### config.mk
export PLATFORM = sky130hd
export DESIGN_NAME = psic_top
export DESIGN_NICKNAME = d
export VERILOG_FILES = /design/src/rtl/psic_pkg.sv /design/src/rtl/psic_top.sv /design/src/rtl/psic_rate.sv
export SDC_FILE = /design/constraint.sdc
export NUM_CORES = 2
export LEC_CHECK = 0
export BUFFER_PORTS_ARGS = -buffer_cell sky130_fd_sc_hd__buf_2
export CORE_MARGIN = 4
export CORE_UTILIZATION = 53
export CTS_CLUSTER_SIZE = 20
export DETAILED_ROUTE_END_ITERATION = 7
export HOLD_SLACK_MARGIN = 0.05
export PLACE_DENSITY = 0.72
export SYNTH_ARGS = -nofsm -noshare
export SYNTH_HDL_FRONTEND = slang
export SYNTH_SLANG_ARGS = --single-unit
### constraint.sdc
create_clock -name sys_clk_in -period 4.65 [get_ports sys_clk_in]
set_clock_uncertainty 0.05 [all_clocks]
set_input_delay 0 -clock sys_clk_in [delete_from_list [all_inputs] [get_ports sys_clk_in]]
set_output_delay 0 -clock sys_clk_in [all_outputs]
set_load 0.03 [all_outputs]
### src/rtl/psic_pkg.sv
/*
  constants for the port selector and interrupt control block.
  assumes a 16-bit host register port, word addressed by byte offset.
*/
// Overview of operation
// full clear resets all, reads one meanwhile
// host polls until full clear reads zero
// host writes zero to reserved bit
// vector mode taken only with full clear
// index selects port, queue or printer
// indexed registers follow selected index
// read bit7 printer type, bit6 printer present
// read bit5 shows jumpered rate table
// read bits4-0 give port count
// speed code maps through selected table
// write: low byte vector, high enables
// read: pending high byte, posted low
// six sources in fixed priority order
// bus error on fetch sets bus fault
// age or alarm level sets queue service
// all characters sent sets tx empty
// carrier or bell transition sets pending
// printer attention sets printer pending
// raise only pending, enabled, nothing posted
// issue highest pending, move to posted
// multi mode vector plus source number
// host read of posted clears it
// unused bits ignore writes, read zero
package psic_pkg;
  // register byte offsets
  localparam logic [4:0] OFS_SEL = 5'h00;
  localparam logic [4:0] OFS_IRQ = 5'h02;
  localparam logic [4:0] OFS_PARAM = 5'h12;
  localparam logic [4:0] OFS_PSTATE = 5'h14;
  localparam logic [4:0] OFS_ADDR_HI = 5'h16;
  localparam logic [4:0] OFS_ADDR_LO = 5'h18;
  localparam logic [4:0] OFS_LEN = 5'h1a;
  // selector fields
  localparam int SEL_CLEAR_BIT = 15;
  localparam int SEL_MULTI_BIT = 13;
  localparam int SEL_IDX_LSB = 4;
  localparam int SEL_TYPE_BIT = 7;
  localparam int SEL_PRN_BIT = 6;
  localparam int SEL_RATE_BIT = 5;
  // index codes
  localparam logic [4:0] IDX_QUEUE = 5'h10;
  localparam logic [4:0] IDX_PRINTER = 5'h11;
  localparam int NUM_SLOTS = 18;
  // irq control fields
  localparam int IRQ_PEND_LSB = 10;
  localparam int IRQ_POST_LSB = 2;
  localparam int NUM_SRC = 6;
  // reset values
  localparam logic [15:0] RST_WORD = 16'h0000;
  localparam logic [7:0] RST_VEC = 8'h00;
  // full clear sequence length in cycles
  localparam int CLEAR_CYCLES = 16;
  // baud codes in whole baud, the half baud rate shown as 134; unused is zero
  localparam logic [3:0] SPEED_LAST_A = 4'hc;
  localparam logic [3:0] SPEED_LAST_B = 4'hb;
  // block mode: idle or full clear in progress
  typedef enum logic [1:0] {
    PSIC_IDLE = 2'b00,
    PSIC_CLEAR = 2'b01
  } psic_mode_e;
endpackage

### src/rtl/psic_top.sv
/*
  selector and interrupt control registers with indexed register bank.
  assumes a synchronous host port: one-cycle rd/wr strobes, 16-bit words,
  and event pulses from the line engines, one cycle each; carrier and bell are levels.
*/
module psic_top #(
  parameter int PORTS = 16
) (
  // clock and reset
  input wire logic sys_clk_in,
  input wire logic sys_rst_in,
  // host register port
  input wire logic [4:0] addr_in,
  input wire logic wr_in,
  input wire logic rd_in,
  input wire logic [15:0] wdata_in,
  output logic [15:0] rdata_out,
  output logic rvalid_out,
  // configuration straps
  input wire logic printer_type_in,
  input wire logic printer_present_in,
  input wire logic rate_table_in,
  // interrupt events
  input wire logic bus_error_in,
  input wire logic queue_age_in,
  input wire logic queue_alarm_in,
  input wire logic tx_done_in,
  input wire logic [15:0] carrier_in,
  input wire logic [15:0] bell_in,
  input wire logic printer_attention_in,
  // speed code lookup for the selected port
  input wire logic [3:0] speed_code_in,
  output logic [15:0] baud_out,
  // interrupt request and vector
  output logic irq_out,
  output logic [7:0] vector_out,
  // selected slot and clear status
  output logic [4:0] index_out,
  output logic clearing_out
);
  // all state except the indexed bank in one struct
  typedef struct packed {
    psic_pkg::psic_mode_e mode;
    logic [4:0] clr_cnt;
    logic multi;
    logic [4:0] index;
    logic [5:0] enable;
    logic [7:0] vector;
    logic [5:0] pending;
    logic [5:0] posted;
    logic [15:0] carrier_q;
    logic [15:0] bell_q;
    logic [15:0] rdata;
    logic rvalid;
    logic irq;
    logic [7:0] vec_out;
    logic [15:0] baud;
  } psic_state_s;

  psic_state_s st_ff;
  psic_state_s nxt_st;
  // indexed bank: param, printer state, addr hi, addr lo, length
  logic [15:0] bank_ff [psic_pkg::NUM_SLOTS][5];
  logic [15:0] baud_w;

  // highest priority set bit, bit 5 is bus fault
  function automatic logic [2:0] top_src(input logic [5:0] v);
    logic [2:0] r;
    r = 3'h0;
    for (int i = 0; i < psic_pkg::NUM_SRC; i++) begin
      if (v[i]) begin
        r = 3'(5 - i);
      end
    end
    return r;
  endfunction

  // slot number of an indexed offset, 7 when not indexed
  function automatic logic [2:0] slot_of(input logic [4:0] a);
    logic [2:0] r;
    r = 3'h7;
    unique case (a)
      psic_pkg::OFS_PARAM: r = 3'h0;
      psic_pkg::OFS_PSTATE: r = 3'h1;
      psic_pkg::OFS_ADDR_HI: r = 3'h2;
      psic_pkg::OFS_ADDR_LO: r = 3'h3;
      psic_pkg::OFS_LEN: r = 3'h4;
      default: r = 3'h7;
    endcase
    return r;
  endfunction

  psic_rate u_rate (
    .table_in(rate_table_in),
    .code_in(speed_code_in),
    .baud_out(baud_w)
  );

  logic idx_ok;
  assign idx_ok = (st_ff.index <= psic_pkg::IDX_PRINTER);

  // next-state logic
  always_comb begin
    logic [5:0] ev;
    logic [5:0] req;
    logic [2:0] src;
    logic [2:0] sl;
    ev = 6'h00;
    req = 6'h00;
    src = 3'h0;
    sl = slot_of(addr_in);
    nxt_st = st_ff;
    nxt_st.rvalid = 1'b0;
    nxt_st.carrier_q = carrier_in;
    nxt_st.bell_q = bell_in;
    nxt_st.baud = baud_w;
    // bits 5..0: fault, queue, tx, carrier, bell, printer
    // bus error sets fault
    ev[5] = bus_error_in;
    // age or alarm
    ev[4] = queue_age_in | queue_alarm_in;
    // all sent
    ev[3] = tx_done_in;
    // any edge of carrier or bell
    ev[2] = |(carrier_in ^ st_ff.carrier_q);
    ev[1] = |(bell_in ^ st_ff.bell_q);
    // printer attention
    ev[0] = printer_attention_in;
    // host read
    if (rd_in) begin
      nxt_st.rvalid = 1'b1;
      nxt_st.rdata = 16'h0000;
      unique case (addr_in)
        psic_pkg::OFS_SEL: begin
          // configuration format, clear bit while busy
          nxt_st.rdata[psic_pkg::SEL_CLEAR_BIT] = (st_ff.mode == psic_pkg::PSIC_CLEAR);
          nxt_st.rdata[psic_pkg::SEL_TYPE_BIT] = printer_type_in;
          nxt_st.rdata[psic_pkg::SEL_PRN_BIT] = printer_present_in;
          nxt_st.rdata[psic_pkg::SEL_RATE_BIT] = rate_table_in;
          nxt_st.rdata[4:0] = 5'(PORTS);
        end
        psic_pkg::OFS_IRQ: begin
          // pending high, posted low; rest zero
          nxt_st.rdata[psic_pkg::IRQ_PEND_LSB +: psic_pkg::NUM_SRC] = st_ff.pending;
          nxt_st.rdata[psic_pkg::IRQ_POST_LSB +: psic_pkg::NUM_SRC] = st_ff.posted;
          // read clears posted
          nxt_st.posted = 6'h00;
        end
        default: begin
          // indexed contents follow index
          if (sl != 3'h7 && idx_ok) begin
            nxt_st.rdata = bank_ff[st_ff.index][sl];
          end
        end
      endcase
    end
    // host write
    if (wr_in) begin
      unique case (addr_in)
        psic_pkg::OFS_SEL: begin
          // index select
          nxt_st.index = wdata_in[psic_pkg::SEL_IDX_LSB +: 5];
          if (wdata_in[psic_pkg::SEL_CLEAR_BIT]) begin
            // begin full clear
            nxt_st.mode = psic_pkg::PSIC_CLEAR;
            nxt_st.clr_cnt = 5'h00;
            // mode taken only with clear
            nxt_st.multi = wdata_in[psic_pkg::SEL_MULTI_BIT];
          end
        end
        psic_pkg::OFS_IRQ: begin
          // vector and enables; bits 9,8 dropped
          nxt_st.vector = wdata_in[7:0];
          nxt_st.enable = wdata_in[psic_pkg::IRQ_PEND_LSB +: psic_pkg::NUM_SRC];
        end
        default: begin
        end
      endcase
    end
    // events set pending; set wins over issue
    nxt_st.pending = st_ff.pending | ev;
    // gated by enable and empty posted
    req = st_ff.pending & st_ff.enable;
    nxt_st.irq = 1'b0;
    if (req != 6'h00 && st_ff.posted == 6'h00 && st_ff.mode == psic_pkg::PSIC_IDLE) begin
      // highest priority moves to posted
      src = top_src(req);
      nxt_st.pending[3'(5) - src] = ev[3'(5) - src];
      nxt_st.posted[3'(5) - src] = 1'b1;
      nxt_st.irq = 1'b1;
      // vector plus source number in multi mode
      nxt_st.vec_out = st_ff.multi ? st_ff.vector + 8'(src) : st_ff.vector;
    end
    // clear sequence: pending, posted, enables and vector back to power-up, then idle
    if (st_ff.mode == psic_pkg::PSIC_CLEAR) begin
      nxt_st.clr_cnt = st_ff.clr_cnt + 5'h01;
      nxt_st.pending = 6'h00;
      nxt_st.posted = 6'h00;
      nxt_st.enable = 6'h00;
      nxt_st.vector = psic_pkg::RST_VEC;
      if (st_ff.clr_cnt == 5'(psic_pkg::CLEAR_CYCLES - 1)) begin
        nxt_st.mode = psic_pkg::PSIC_IDLE;
      end
    end
  end

  // state register
  always_ff @(posedge sys_clk_in) begin
    if (sys_rst_in) begin
      st_ff <= '0;
    end else begin
      st_ff <= nxt_st;
    end
  end

  // indexed bank; cleared by full clear too
  always_ff @(posedge sys_clk_in) begin
    if (sys_rst_in || st_ff.mode == psic_pkg::PSIC_CLEAR) begin
      for (int i = 0; i < psic_pkg::NUM_SLOTS; i++) begin
        for (int j = 0; j < 5; j++) begin
          bank_ff[i][j] <= psic_pkg::RST_WORD;
        end
      end
    end else if (wr_in && slot_of(addr_in) != 3'h7 && idx_ok) begin
      // write lands in selected slot
      bank_ff[st_ff.index][slot_of(addr_in)] <= wdata_in;
    end
  end

  // outputs straight from flops, clearing_out decoded from the mode flops
  assign rdata_out = st_ff.rdata;
  assign rvalid_out = st_ff.rvalid;
  assign irq_out = st_ff.irq;
  assign vector_out = st_ff.vec_out;
  assign index_out = st_ff.index;
  assign clearing_out = (st_ff.mode == psic_pkg::PSIC_CLEAR);
  assign baud_out = st_ff.baud;
endmodule

### src/rtl/psic_rate.sv
/*
  baud rate lookup for a four-bit speed code.
  assumes the table select is a static jumper level.
*/
module psic_rate (
  // table and code
  input wire logic table_in,
  input wire logic [3:0] code_in,
  // rate in baud, zero for unused codes
  output logic [15:0] baud_out
);
  // table lookup
  always_comb begin
    unique case (code_in)
      4'h0: baud_out = table_in ? 16'h0032 : 16'h004b;
      4'h1: baud_out = 16'h006e;
      4'h2: baud_out = 16'h0086; // 134.5 rounds down to 134
      4'h3: baud_out = table_in ? 16'h00c8 : 16'h0096;
      4'h4: baud_out = 16'h012c;
      4'h5: baud_out = 16'h0258;
      4'h6: baud_out = 16'h04b0;
      4'h7: baud_out = table_in ? 16'h041a : 16'h07d0;
      4'h8: baud_out = 16'h0960;
      4'h9: baud_out = 16'h12c0;
      4'ha: baud_out = table_in ? 16'h1c20 : 16'h0708;
      4'hb: baud_out = 16'h2580;
      4'hc: baud_out = table_in ? 16'h0000 : 16'h4b00;
      default: baud_out = 16'h0000;
    endcase
  end
endmodule

==> impl_metrics.csv <==
group,metric,value,unit
floorplanning,initial_core_util,0.533,
cts,ctsHtreeMaxLevel,5,
placement,dpl_cell_area,0.124,mm²
detailed_routing,via_per_inst,5.87,
detailed_routing,drtIter0Drc,9004,
floorplanning,ios,117,
timing,finalCritPeriodShare,0.953,
finish,regArea,0.0792,mm²
cts,cts-buffers-inserted,290,
floorplanning,core_area,0.217,mm²
placement,pre_cts_slack,0.485,ns
global_route,grt_max_degree,163,
yosys,synth_cell_types,90,
detailed_routing,dr.pass1.iters,6,
global_route,gr-usage-all-layers,0.279,
yosys,synth_edf_count,2560,
cts,cts_tree,"done",
finish,final_area,0.134,mm²
yosys,yosysTopAreaCellShare,0.664,
cts,clkLatencyLatePin,0.99,ns
cts,clock_sinks,2677,
finish,drive_above_1_share,0.162,
timing,worst_pin_slew,1.34,ns
cts,clk_path_buf_depth,4,
yosys,syn_area_per_cell,16.6,µm²
detailed_routing,wl,314,mm
timing,setup_viol_count_final,0,
yosys,ys_warn_count,0,
job,maxCapViolations,0,
timing,fin_ws,0.217,ns
placement,io_buffers,115,
hold_path,hp-class,"in -> reg",
global_route,grt_pass1_vias,67300,
yosys,async_flop_share,0,
yosys,ys.flop_type,"edfxtp_1",
setup_path,setup.worst_path.class,"reg -> reg",
cts,clkSlewWorstSetupHoldPaths,0.06,ns
detailed_routing,vias,67600,
finish,final_nets,8521,
timing,max_freq,226,MHz
yosys,synth_area_leader_cell,"edfxtp_1",
yosys,synth_area,0.116,mm²
setup_path,crit_arrival,5.22,ns
finish,syn_to_final_growth,15.9,%
power,irDropWorstVdd,428,µV
finish,multi_input_comb_area,0.0369,mm²
placement,routabilityCongestion,0.919,
global_route,grt_pass1_wl,456,mm
timing,fin_tns_setup,0,ns
setup_path,cp_max_fo,21,
setup_path,worstSetupStartpointType,"flip-flop",
global_route,overflow,0,
timing,rsz0062_at_grt,"no",
global_route,antenna_found_initial,28,
timing,finalCriticalPeriod,4.43,ns
detailed_routing,antenna_left,0,
timing,slew_violations,0,
yosys,yosysSeqAreaShare,0.684,
timing,hold_viol,0,
yosys,netlist_instances,6989,
yosys,ys_seq_elements,2677,
power,power_density,389,mW/mm²
power,p_total,52.2,mW
finish,fillers,15500,
yosys,synth.area.top_cells,"edfxtp_1, mux4_2, and2_1, mux2i_1, dfxtp_1",
power,p_leak,48.4,nW
placement,place_hpwl,195,mm
setup_path,cp_data_required_time,5.44,ns
cts,root_buffer,"clkbuf_16",
outcome,status,"finished, final reports clean",
floorplanning,rows,171,
floorplanning,die-area,0.226,mm²
floorplanning,fp.dieH,475,µm
floorplanning,die_x,475,µm
detailed_routing,detail_route.wl_per_cell,27.3,µm
timing,relSlewSlack,0.107,
detailed_routing,drc,0,
setup_path,r2r_setup_slack,0.22,ns
setup_path,end_kind,"flip-flop",
## synth_stat cells (all sizes together), types with 9 or more instances
| cell | number |
|---|---|
| a31oi | 20 |
| o22ai | 16 |
| and3 | 16 |
| edfxtp | 2560 |
| a22oi | 52 |
| clkbuf | 385 |
| a221o | 40 |
| a211oi | 48 |
| dfxtp | 117 |
| nand3 | 47 |
| o21ai | 195 |
| nor3 | 47 |
| nand4 | 11 |
| nor4 | 22 |
| nand2b | 23 |
| buf | 229 |
| mux2 | 18 |
| a221oi | 136 |
| nand2 | 133 |
| inv | 21 |
| a21oi | 106 |
| mux2i | 396 |
| nor2 | 180 |
| xor2 | 35 |
| and2 | 1447 |
| a211o | 9 |
| nor2b | 53 |
| a311oi | 10 |
| mux4 | 494 |
## routing by layer
metal | track usage | wire length (µm) | share of wire
met1 | 0.370 | 114000 | 0.36
met2 | 0.438 | 147000 | 0.47
met3 | 0.0629 | 34200 | 0.11
met4 | 0.140 | 19000 | 0.061
met5 | 0 | 115 | 0.00037
## layout by cell type, fill, tap and decap left out, types with 20 or more instances in the layout
cell type	Yosys	layout
a211oi_1	48	48
a21oi_1	106	105
a221o_1	40	40
a221oi_1	133	133
a22oi_1	52	52
a31oi_1	20	20
and2_1	1446	1445
buf_12	11	36
buf_2	66	99
buf_4	61	351
clkbuf_1	348	60
clkbuf_16	0	294
clkinv_1	2	52
clkinv_2	0	48
conb_1	1	1121
dfxtp_1	117	112
dlygate4sd3_1	1	171
edfxtp_1	2560	2560
mux2i_1	396	396
mux4_1	48	48
mux4_2	446	446
nand2_1	130	129
nand2b_1	23	23
nand3_1	44	44
nor2_1	167	164
nor2b_1	53	52
nor3_1	46	45
nor4_1	21	21
o21ai_0	191	101
o21ai_1	3	80
xor2_1	35	35
## critical path, stage by stage (launching register included)
cell	delay, ns
dfxtp_4	0.89
buf_12	0.29
mux4_2	0.56
a22oi_1	0.64
a31oi_1	0.43
a32oi_1	0.71
o32ai_1	0.15
dlygate4sd3_1	0.58
## registers in the layout, summed over array words and instances, names as in the netlist, named ones only
name	cells
bank_ff	2560
baud_out	15
index_out	5
irq_out	1
rdata_out	16
rvalid_out	1
st_ff	66
vector_out	8
## worst paths after layout
check                                  start               to  cells past startpoint
worst max register to register     flip-flop     rdata_out[4]                      7
worst min register to register     st_ff[98]        st_ff[98]                      2
worst min-delay path            wdata_in[14]  bank_ff[21][30]                      2
worst max-delay path               flip-flop     rdata_out[4]                      7
## power breakdown
group          switching (mW)  total [mW]  leakage (nW)  internal (mW)
clock                    9.18        21.7          4.29           12.5
sequential              0.355        28.1          26.8           27.8
combinational            1.62        2.42          17.3          0.800
## cell type report
cell class                      count  area share
Antenna cell                       11    0.000205
Clock buffer                      363      0.0573
Clock inverter                    130     0.00772
Inverter                           23    0.000709
Multi-Input combinational cell   4794       0.275
Sequential cell                  2677       0.591
Tap cell                         2854      0.0266
Timing Repair Buffer              657      0.0415
## cells by family after synthesis
family	after synthesis	share of synthesized area
AOI/OAI and AO/OA	703	0.0423
buffers and inverters	638	0.0339
other	1	0.0000324
and+or+nand+nor	2013	0.102
xor gates and xnor gates	40	0.00303
adders and majority gates	9	0.00104
muxes	908	0.134
DFF	2677	0.684
## stage by stage
| step | hold slack [ns] | util | cells |
|---|---|---|---|
| floorplan | 0.0489 | - | 8109 |
| global placement | 0.187 | 0.570 | 10800 |
| detailed placement | 0.193 | 0.570 | 10800 |
| CTS | 0.0740 | 0.618 | 11500 |
| global route | 0.123 | 0.618 | 11500 |
| finish | 0.135 | 0.618 | 11500 |
## timing repair
item | in CTS | in global routing
setup buffers | 0 | 0
hold buffers | 171 | 0
hold endpoints to repair | 1804 | 0
gates resized for setup | 0 | 0
(Power assumes the default switching activity.)
